===== src/shared/psd_pkg.sv =====
package psd_pkg;

  // ==========================================================
  // Address map
  // ==========================================================
  localparam logic [31:0] BRIDGE_BASE     = 32'h4000_0000;
  localparam logic [31:0] BRIDGE_LAST     = 32'h4007_FFFF;
  localparam logic [31:0] GPIO_BASE       = 32'h400F_F000;
  localparam logic [31:0] PRIV_BASE       = 32'hE000_0000;
  localparam logic [31:0] PRIV_LAST       = 32'hE00F_FFFF;
  localparam int          SLOT_COUNT      = 128;
  localparam int          SLOT_BITS       = 7;
  localparam int          SLOT_SHIFT      = 12;
  localparam int          WIN_BITS        = 8;

  // Private bus 4 KB window indices (address bits 19:12)
  localparam logic [7:0] WIN_TRACE_MAC    = 8'h00;
  localparam logic [7:0] WIN_WATCHPOINT   = 8'h01;
  localparam logic [7:0] WIN_PATCH        = 8'h02;
  localparam logic [7:0] WIN_SYS_CTRL     = 8'h0E;
  localparam logic [7:0] WIN_TRACE_PORT   = 8'h40;
  localparam logic [7:0] WIN_MISC_CTRL    = 8'h80;
  localparam logic [7:0] WIN_ROM_TABLE    = 8'hFF;
  localparam int         PRIV_TARGETS     = 7;

  // Occupied bridge slots, one bit per slot
  localparam logic [127:0] OCCUPIED_SLOTS =
      (128'h1 << 8)  | (128'h1 << 9)  | (128'h1 << 31) | (128'h1 << 32) |
      (128'h1 << 33) | (128'h1 << 39) | (128'h1 << 44) | (128'h1 << 50) |
      (128'h1F << 54) | (128'h1 << 59) | (128'h1 << 63) | (128'h1 << 64) |
      (128'h1 << 71) | (128'h1 << 72) | (128'h1F << 73) | (128'h1 << 82) |
      (128'h1 << 97) | (128'h1 << 100) | (128'h1 << 101) | (128'h1 << 102) |
      (128'h1 << 106) | (128'h1 << 107) | (128'h1 << 115) | (128'h1 << 116) |
      (128'hF << 124);

  // Bus masters
  typedef enum logic [1:0] {
    PSD_MASTER_CORE  = 2'h0,
    PSD_MASTER_DMA   = 2'h1,
    PSD_MASTER_OTHER = 2'h2
  } psd_master_t;

  // Request from a master
  typedef struct packed {
    logic        valid;
    logic        write;
    psd_master_t master;
    logic [31:0] addr;
  } psd_req_t;

  // Answer to a master
  typedef struct packed {
    logic done;
    logic error;
  } psd_rsp_t;

endpackage : psd_pkg


===== src/design/psd_decoder.sv =====
`timescale 1ns/100ps
// Summary of operation
// 128 slots of 4 KB from 0x4000_0000
// Cleared clock gate bit disables slot
// Empty or disabled slot gives transfer error
// Unimplemented offset in slot gives error
// Occupied slots, first group as listed
// Occupied slots, second group as listed
// Master reads back writes needing ordering
// Private bus refuses all but the core
// Private bus decoded in seven 4 KB windows
// GPIO region at 0x400F_F000, core/DMA only
// Bridge space reachable by core/DMA only
// Error answers like completion, no side effect
module psd_decoder
  import psd_pkg::*;
#(
  parameter int IMPL_BYTES = 256
) (
  input  wire logic                  clock,
  input  wire logic                  resetn,
  input  wire psd_req_t              req,
  input  wire logic [SLOT_COUNT-1:0] slot_clock_gate,
  input  wire logic [SLOT_COUNT-1:0] slot_rsp_done,
  input  wire logic                  gpio_rsp_done,
  input  wire logic [PRIV_TARGETS-1:0] priv_rsp_done,
  output logic [SLOT_COUNT-1:0]      slot_sel,
  output logic                       gpio_sel,
  output logic [PRIV_TARGETS-1:0]    priv_sel,
  output logic                       periph_write,
  output psd_rsp_t                   rsp
);

  // Elaboration check: the offset compare only covers one 4 KB slot
  if (IMPL_BYTES < 4 || IMPL_BYTES > 4096 || (IMPL_BYTES % 4) != 0) begin : gen_impl_check
    $error("IMPL_BYTES must be a multiple of 4 between 4 and 4096");
  end

  // ==========================================================
  // Address decode
  // ==========================================================
  logic                 in_bridge;
  logic                 in_gpio;
  logic                 in_priv;
  logic                 core_or_dma;
  logic [SLOT_BITS-1:0] slot_idx;
  logic [WIN_BITS-1:0]  win_idx;
  logic [11:0]          offset;
  logic                 offset_ok;

  assign in_bridge   = req.addr >= BRIDGE_BASE && req.addr <= BRIDGE_LAST;
  assign in_gpio     = req.addr[31:SLOT_SHIFT] == GPIO_BASE[31:SLOT_SHIFT];
  assign in_priv     = req.addr >= PRIV_BASE && req.addr <= PRIV_LAST;
  assign core_or_dma = req.master == PSD_MASTER_CORE || req.master == PSD_MASTER_DMA;
  assign slot_idx    = req.addr[SLOT_SHIFT+SLOT_BITS-1:SLOT_SHIFT];
  assign win_idx     = req.addr[SLOT_SHIFT+WIN_BITS-1:SLOT_SHIFT];
  assign offset      = req.addr[SLOT_SHIFT-1:0];
  // Only the low implemented range of a slot answers normally
  assign offset_ok   = 32'(offset) < IMPL_BYTES;

  // Private window hit vector, order matches priv_sel bits
  logic [PRIV_TARGETS-1:0] win_hit;
  assign win_hit = {win_idx == WIN_ROM_TABLE,  win_idx == WIN_MISC_CTRL,
                    win_idx == WIN_TRACE_PORT, win_idx == WIN_SYS_CTRL,
                    win_idx == WIN_PATCH,      win_idx == WIN_WATCHPOINT,
                    win_idx == WIN_TRACE_MAC};

  // ==========================================================
  // Routing decision
  // ==========================================================
  logic                    route_ok;
  logic [SLOT_COUNT-1:0]   slot_hit;
  logic                    gpio_hit;
  logic [PRIV_TARGETS-1:0] priv_hit;

  // Every refusal is decided here so no target ever sees an erroring access
  always_comb begin
    slot_hit = '0;
    gpio_hit = 1'b0;
    priv_hit = '0;
    route_ok = 1'b0;
    if (in_bridge && core_or_dma) begin
      if (OCCUPIED_SLOTS[slot_idx] && slot_clock_gate[slot_idx] && offset_ok) begin
        slot_hit[slot_idx] = 1'b1;
        route_ok           = 1'b1;
      end
    end else if (in_gpio && core_or_dma) begin
      gpio_hit = 1'b1;
      route_ok = 1'b1;
    end else if (in_priv && req.master == PSD_MASTER_CORE) begin
      priv_hit = win_hit;
      route_ok = |win_hit;
    end
  end

  // ==========================================================
  // Transfer state
  // ==========================================================
  typedef enum {PSD_IDLE, PSD_BUSY, PSD_ERROR} psd_state_t;
  psd_state_t              state_q, state_d;
  logic [SLOT_COUNT-1:0]   slot_sel_q, slot_sel_d;
  logic                    gpio_sel_q, gpio_sel_d;
  logic [PRIV_TARGETS-1:0] priv_sel_q, priv_sel_d;
  logic                    write_q, write_d;
  logic                    target_done;

  // Forwarded selects are held until the target completes
  assign target_done = (|(slot_sel_q & slot_rsp_done)) | (gpio_sel_q & gpio_rsp_done) |
                       (|(priv_sel_q & priv_rsp_done));

  always_comb begin
    state_d    = state_q;
    slot_sel_d = slot_sel_q;
    gpio_sel_d = gpio_sel_q;
    priv_sel_d = priv_sel_q;
    write_d    = write_q;
    case (state_q)
      PSD_IDLE: begin
        if (req.valid) begin
          if (route_ok) begin
            state_d    = PSD_BUSY;
            slot_sel_d = slot_hit;
            gpio_sel_d = gpio_hit;
            priv_sel_d = priv_hit;
            write_d    = req.write;
          end else begin
            state_d = PSD_ERROR;
          end
        end
      end
      PSD_BUSY: begin
        if (target_done) begin
          state_d    = PSD_IDLE;
          slot_sel_d = '0;
          gpio_sel_d = 1'b0;
          priv_sel_d = '0;
          write_d    = 1'b0;
        end
      end
      PSD_ERROR: state_d = PSD_IDLE;
      default:   state_d = PSD_IDLE;
    endcase
  end

  always_ff @(posedge clock or negedge resetn) begin
    if (!resetn) begin
      state_q    <= PSD_IDLE;
      slot_sel_q <= '0;
      gpio_sel_q <= 1'b0;
      priv_sel_q <= '0;
      write_q    <= 1'b0;
    end else begin
      state_q    <= state_d;
      slot_sel_q <= slot_sel_d;
      gpio_sel_q <= gpio_sel_d;
      priv_sel_q <= priv_sel_d;
      write_q    <= write_d;
    end
  end

  // ==========================================================
  // Outputs
  // ==========================================================
  assign slot_sel     = slot_sel_q;
  assign gpio_sel     = gpio_sel_q;
  assign priv_sel     = priv_sel_q;
  assign periph_write = write_q;
  // Error ends on the same response pulse as a normal completion
  assign rsp = '{done:  (state_q == PSD_BUSY && target_done) || state_q == PSD_ERROR,
                 error: state_q == PSD_ERROR};

  // ==========================================================
  // Checks
  // ==========================================================
  disabled_slot_a: assert property (@(posedge clock) disable iff (!resetn)
    state_q == PSD_IDLE && req.valid && in_bridge && !slot_clock_gate[slot_idx]
    |=> rsp.error && rsp.done && slot_sel == '0)
    else $error("disabled slot not refused");

  empty_slot_a: assert property (@(posedge clock) disable iff (!resetn)
    state_q == PSD_IDLE && req.valid && in_bridge && !OCCUPIED_SLOTS[slot_idx]
    |=> rsp.error)
    else $error("empty slot not refused");

  bad_offset_a: assert property (@(posedge clock) disable iff (!resetn)
    state_q == PSD_IDLE && req.valid && in_bridge && !offset_ok |=> rsp.error)
    else $error("unimplemented offset not refused");

  slot_route_a: assert property (@(posedge clock) disable iff (!resetn)
    state_q == PSD_IDLE && req.valid && in_bridge && core_or_dma &&
    OCCUPIED_SLOTS[slot_idx] && slot_clock_gate[slot_idx] && offset_ok
    |=> slot_sel[$past(slot_idx)] && $onehot(slot_sel) && !rsp.error)
    else $error("slot select wrong");

  occupied_map_a: assert property (@(posedge clock) disable iff (!resetn)
    state_q == PSD_IDLE && req.valid && in_bridge && core_or_dma && offset_ok &&
    slot_clock_gate[slot_idx] && slot_idx < 7'h3C
    |=> rsp.error != $past(slot_idx inside {7'h08, 7'h09, [7'h1F:7'h21], 7'h27, 7'h2C,
                                            7'h32, [7'h36:7'h3B]}))
    else $error("first slot group decoded wrong");

  occupied_hi_a: assert property (@(posedge clock) disable iff (!resetn)
    state_q == PSD_IDLE && req.valid && in_bridge && core_or_dma && offset_ok &&
    slot_clock_gate[slot_idx] && slot_idx >= 7'h3C
    |=> rsp.error != $past(slot_idx inside {[7'h3F:7'h40], [7'h47:7'h4D], 7'h52, 7'h61,
                                            [7'h64:7'h66], 7'h6A, 7'h6B, 7'h73, 7'h74,
                                            [7'h7C:7'h7F]}))
    else $error("second slot group decoded wrong");

  priv_master_a: assert property (@(posedge clock) disable iff (!resetn)
    state_q == PSD_IDLE && req.valid && in_priv && req.master != PSD_MASTER_CORE
    |=> rsp.error && priv_sel == '0)
    else $error("private bus open to non-core master");

  priv_window_a: assert property (@(posedge clock) disable iff (!resetn)
    state_q == PSD_IDLE && req.valid && in_priv && req.master == PSD_MASTER_CORE &&
    win_idx == WIN_SYS_CTRL |=> priv_sel[3] && !rsp.error)
    else $error("system control window not routed");

  gpio_master_a: assert property (@(posedge clock) disable iff (!resetn)
    state_q == PSD_IDLE && req.valid && in_gpio
    |=> (gpio_sel == $past(core_or_dma)) && (rsp.error != $past(core_or_dma)))
    else $error("gpio access rights wrong");

  bridge_master_a: assert property (@(posedge clock) disable iff (!resetn)
    state_q == PSD_IDLE && req.valid && in_bridge && req.master == PSD_MASTER_OTHER
    |=> rsp.error && rsp.done)
    else $error("bridge open to other master");

  error_pulse_a: assert property (@(posedge clock) disable iff (!resetn)
    rsp.error |-> rsp.done && slot_sel == '0 && priv_sel == '0 && !gpio_sel ##1 !rsp.done)
    else $error("error answer malformed");

endmodule : psd_decoder


===== config.mk =====
export PLATFORM = sky130hd
export DESIGN_NAME = psd_decoder
export DESIGN_NICKNAME = d
export VERILOG_FILES = /design/src/shared/psd_pkg.sv /design/src/design/psd_decoder.sv
export SDC_FILE = /design/constraint.sdc
export NUM_CORES = 1
export LEC_CHECK = 0
export ABC_CLOCK_PERIOD_IN_PS = 5800
export BUFFER_PORTS_ARGS = -buffer_cell sky130_fd_sc_hd__buf_2
export CORE_AREA = 2 2 169 171
export DETAILED_ROUTE_END_ITERATION = 16
export DIE_AREA = 0 0 171 173
export HOLD_SLACK_MARGIN = 0.15
export PLACE_DENSITY_LB_ADDON = 0.3
export SYNTH_ARGS = -nofsm -noshare
export SYNTH_HDL_FRONTEND = slang
export SYNTH_SLANG_ARGS = --single-unit

===== constraint.sdc =====
create_clock -name clock -period 5.8 [get_ports clock]
set_input_delay 0.58 -clock clock [delete_from_list [all_inputs] [get_ports clock]]
set_output_delay 0.58 -clock clock [all_outputs]
set_load 0.01 [all_outputs]

; ---- Yosys cells after proc, flatten, opt, wreduce, memory -nomap -nowiden
; Memory sizes are Yosys's and may differ from the RTL's.
; Cells that the tools add are included.
[totals]
latch_bits = 0
output_inout_bits = 139
input_bits = 302
rom_bits = 128
register_bits = 169
ram_bits = 0
memories = 1
[mem_list]
columns = memory, words, word_bits, read_ports, rd_clocked_by_memory_dff, write_ports, line
row1 = (no name shown), 128, 1, 1, 0, 0, psd_decoder.sv:83  ; if (OCCUPIED_SLOTS[slot_idx] && slot_clock_gate[slot_idx] && offset_ok) begin
[classes]
reduce_logical = 20
n_div = 0
bitwise_logic = 5
n_shift = 0
eq_ne = 14
mul = 0
addsub = 0
n_mux = 35
order_cmp = 7
[ops]
columns = op, n
row1 = 2-to-1 mux 128 bit, 5
row2 = case mux 128 bit (2 select lines), 1
row3 = bitwise AND 128 bit, 1
row4 = OR reduction 128 bit, 1
row5 = 2-to-1 mux 32 bit, 2
row6 = case mux 32 bit (2 select lines), 1
row7 = 2-to-1 mux 7 bit, 6
row8 = == test 32 x 1 -> 1 bit (second input constant), 1
row9 = == test 32 x 2 -> 1 bit (second input constant), 1
row10 = == test 32 x 3 -> 1 bit (second input constant), 1
row11 = >= comparator 32 x 31 -> 1 bit (second input constant), 1
row12 = >= comparator 32 bit (second input constant), 1
row13 = less-or-equal comparator 32 x 31 -> 1 bit (second input constant), 1
row14 = less-or-equal comparator 32 bit (second input constant), 1
row15 = logical NOT 32 bit, 1
row16 = == test 20 x 19 -> 1 bit (second input constant), 1
row17 = == test 8 bit (second input constant), 2
row18 = 2-to-1 mux 1 bit, 14
row19 = case mux 7 bit (2 select lines), 1
row20 = OR reduction 7 bit, 2
row21 = less-than comparator 12 x 9 -> 1 bit (second input constant), 1
row22 = logical AND 1 bit, 9
row23 = == test 8 x 1 -> 1 bit (second input constant), 1
row24 = == test 8 x 2 -> 1 bit (second input constant), 1
row25 = other kinds (19), 24

; ---- Depth between registers and ports, before layout
[depth]
word_depth = 9
mapped_depth = 14
ltp_nobuf = 8

; ---- Worst setup path before layout
; No wires, ideal clock.
[synth_path]
path_type = input to register
from = in req[12] (netlist name)
to = reg slot_sel_q[57] (netlist: slot_sel[57])
arrival_time_ns = 2.733
path_slack_ns = 2.942
setup_ns = 0.125
path_stages = 13
path_cell_list = buf_6 buf_12 buf_8 mux2i_1 a22oi_1 nand3_2 nand4_2 a21oi_4 nand3_1 a221oi_2 buf_6 buf_8 mux2_4
[synth_via]
elab_chain_len = 9
elab_cells_between_ends = 40
cone_classes = 6 x order compare / 8 x eq/ne / 14 x mux / 11 x reduce/logical / 1 x memory
[synth_lines]
columns = element, line
row1 = "start, declared", psd_decoder.sv:22  ; input wire psd_req_t req,
row2 = memory (128 x 1 bit) (tied with other cells), --
row3 = 2-to-1 mux 1 bit (implied by the code) / logical AND 1 bit (equally long branches), "psd_decoder.sv:83, psd_decoder.sv:84"
row4 = logical AND 1 bit / 2-to-1 mux 1 bit (equally long branches), "psd_decoder.sv:83, psd_decoder.sv:84"
row5 = logical AND 1 bit / demux 1 bit (select 7 bit) (equally long branches), "psd_decoder.sv:83, psd_decoder.sv:84"
row6 = 2-to-1 mux 128 bit, psd_decoder.sv:83
row7 = 2-to-1 mux 128 bit, psd_decoder.sv:82  ; if (in_bridge && core_or_dma) begin
row8 = 2-to-1 mux 128 bit, psd_decoder.sv:120  ; if (route_ok) begin
row9 = 2-to-1 mux 128 bit, psd_decoder.sv:119  ; if (req.valid) begin
row10 = case mux 128 bit (2 select lines), psd_decoder.sv:117  ; case (state_q)
row11 = "end signal, assigned", psd_decoder.sv:154  ; slot_sel_q <= slot_sel_d;
row12 = "end, declared", psd_decoder.sv:101  ; logic [SLOT_COUNT-1:0] slot_sel_q, slot_sel_d;
; Parallel ways exist; a longest one is shown, timed or not. The select of a mux whose other input is x is not followed.
; A chain may end at the register's enable or synchronous reset.

; ---- Worst setup path after layout
[layout_path]
from = in req[12] (netlist name)
to = reg slot_sel_q[100] (netlist: slot_sel[100])
; The elaborated chain is that of the path after synthesis.

==> impl_metrics.ini <==
[timing]
slew_violations = 0
worst_slew_pin_slew_ps = 1060
fmax_mhz = 258
timing.final.crit_share_pct = 66.9
period_minus_slack_ps = 3880
fin_skew_ps = 13.5
finalSetupTns_ps = 0
setup_viol = 0
slew_headroom_pct = 29.0
grt_setup_unrepaired = false
hold_viol_final = 0

[clock_network]
clkLatencyLatePin_ps = 410
cts_resized = 0
tritoncts = yes
cts_buffers = 17
path_clk_slew_ps = 70
root_buffer = clkbuf_16
max-clock-path-buffers = 2
post_cts_buffers = 0
postCtsHoldBufs = 0
htreeDepth = 4
cts_sinks = 139

[worst_setup_path]
reg2reg_to = slot_sel[100]
start_kind = input port
critPathMaxFanout = 63
reg2reg_depth = 9
critPathCaptureType = register
critPathKind = in -> reg
r2r_start = slot_sel[37]
required_ps = 6090
r2r_setup_slack_ps = 2120
worst_ep_arrival_time_ps = 4170

[hold_path]
hp-class = in -> async

[die]
die_h_microns = 173
pin_count = 441
start_util_pct = 27.9
die_w_microns = 171
row_count = 61
core_sq_mm = 0.0276
dieArea_sq_mm = 0.0296

[final_layout]
utilization_pct = 38.6
nets = 1401
mostFrequentLayoutCells = 430 x buf_2, 139 x dfrtp_1, 93 x and2_1
areaGrowthSynthToFinish_pct = 38.3
layout_commonest_cell = buf_2
drive_gt1_share_pct = 46.7

[global_routing]
grtUsageTotal_pct = 19.3
grt_max_degree = 72
grt_pass1_wl_microns = 43100
antenna_found_initial = 3
overflow = 0
grt_pass1_vias = 7272

[run]
max_cap_viol_count = 0

[power_and_ir_drop]
power.density_mw_per_mm2 = 219
peakVddDrop_uv = 146
p_leak_nw = 5.93

[synth]
yosys_warnings = 0
synth_cells = 686
synth-seq-cells = 139
synthesis.nets = 988
synth_flop_cell = dfrtp_1
synth_edf_count = 0
synthDistinctLibCells = 58
syn_area_per_cell_sq_um = 11.2
ys_seq_area_share_pct = 45.1
async_reset_ff_share_pct = 100
syn_area_sq_mm = 0.00771

[drt]
dr.pass1.iters = 5
initialDrtViolationCount = 379
vias = 7273
viasPerCell = 4.87
wl_microns = 29600
ant_nets = 0
avgRoutedWirePerCell_microns = 19.9
drc_errors = 0

[placed_design]
portBuffers = 432
routabilityCongestion = 0.858
dp_hpwl_microns = 23700

[status]
status = completed
==> area by class of cell <==
class | instances | area [sq um]
diodes | 2 | 5.00
clock buffers | 18 | 439
clock inverters | 14 | 151
fillers | 2772 | 17000
inverters | 18 | 67.6
multi-input cells | 481 | 3780
flip-flops and latches | 139 | 3480
well taps | 378 | 473
repair buffers | 442 | 2260
==> how the worst max path moves through the flow <==
stage	from	end	slack, ps	cells past startpoint
floorplan	req[12]	slot_sel[57]	2940	13
global placement	req[12]	slot_sel[100]	1560	11
detailed placement	req[12]	slot_sel[100]	1470	11
CTS	slot_sel[37]	rsp[1]	1820	8
global route	req[12]	slot_sel[106]	1680	11
finish	req[12]	slot_sel[100]	1920	11
==> routing by layer <==
metal / global-route usage [%] / routed length (microns) / up-vias
met5: 0 / 0 / -
met4: 4.20 / 389 / 0
met3: 3.52 / 1830 / 15
met2: 35.6 / 15600 / 337
met1: 23.1 / 11900 / 3523
li1: - / - / 3398
==> critical path, cell delays in order <==
cell and delay [ps]:
buf_4 720, buf_4 380, mux2i_1 210, a22o_1 170, a221oi_2 40, a22oi_1 170, a311o_1 340, nand3_1 210
a221oi_4 580, buf_4 380, mux2_2 360
==> Yosys cell counts (all sizes together), types with 3 or more instances <==
cell,n,area share (%)
a22oi,55,5.4
o21ai,5,0.32
and2,94,7.7
mux2i,79,10
a31oi,3,0.32
nand4,30,2.5
a21oi,4,0.41
nor2,23,1.2
nand3,20,1.4
nand2b,4,0.32
nor3,6,0.39
clkbuf,17,0.96
mux2,31,5.7
nor4b,3,0.42
inv,18,0.88
dfrtp,139,45
nor4,8,0.73
buf,31,4.1
nor2b,9,0.76
a221oi,25,3.1
and3,26,2.1
nand2,14,0.68
a22o,23,2.6
==> sequential cells by signal (all words and copies together) (netlist names) <==
name          count
slot_sel        128
priv_sel          7
state_q           2
gpio_sel          1
periph_write      1
==> where the power goes <==
group / switching, W / total (W) / internal, W
sequential: 0.000000718 / 0.000970 / 0.000970
combinational: 0.000145 / 0.000268 / 0.000124
clock: 0.000471 / 0.00109 / 0.000622
total: 0.000617 / 0.00233 / 0.00172
==> per-stage QoR <==
step | total power, W | instance area, sq um | setup WS, ps | instances | hold slack [ps]
global route | 0.00243 | 10700 | 1680 | 1492 | 210
detailed placement | 0.00126 | 10100 | 1470 | 1458 | 490
global placement | 0.00126 | 10100 | 1560 | 1458 | 490
finish | 0.00233 | 10700 | 1920 | 1492 | 166
floorplan | 0.00111 | 7710 | 2940 | 686 | 284
CTS | 0.00236 | 10700 | 1820 | 1490 | 196
==> cells by family (layout without fill, tap and decap cells) <==
group	count (synthesis)	in the layout	synth area share, %
flip-flops	139	139	45.1
AND/OR/NAND/NOR	245	245	19.1
multiplexers	110	110	16.0
AO/OA/AOI/OAI	125	125	13.7
other	0	2	0
buffers and inverters	66	492	5.96
adder cells (fa/ha/maj)	1	1	0.130
(Power assumes the default switching activity.)
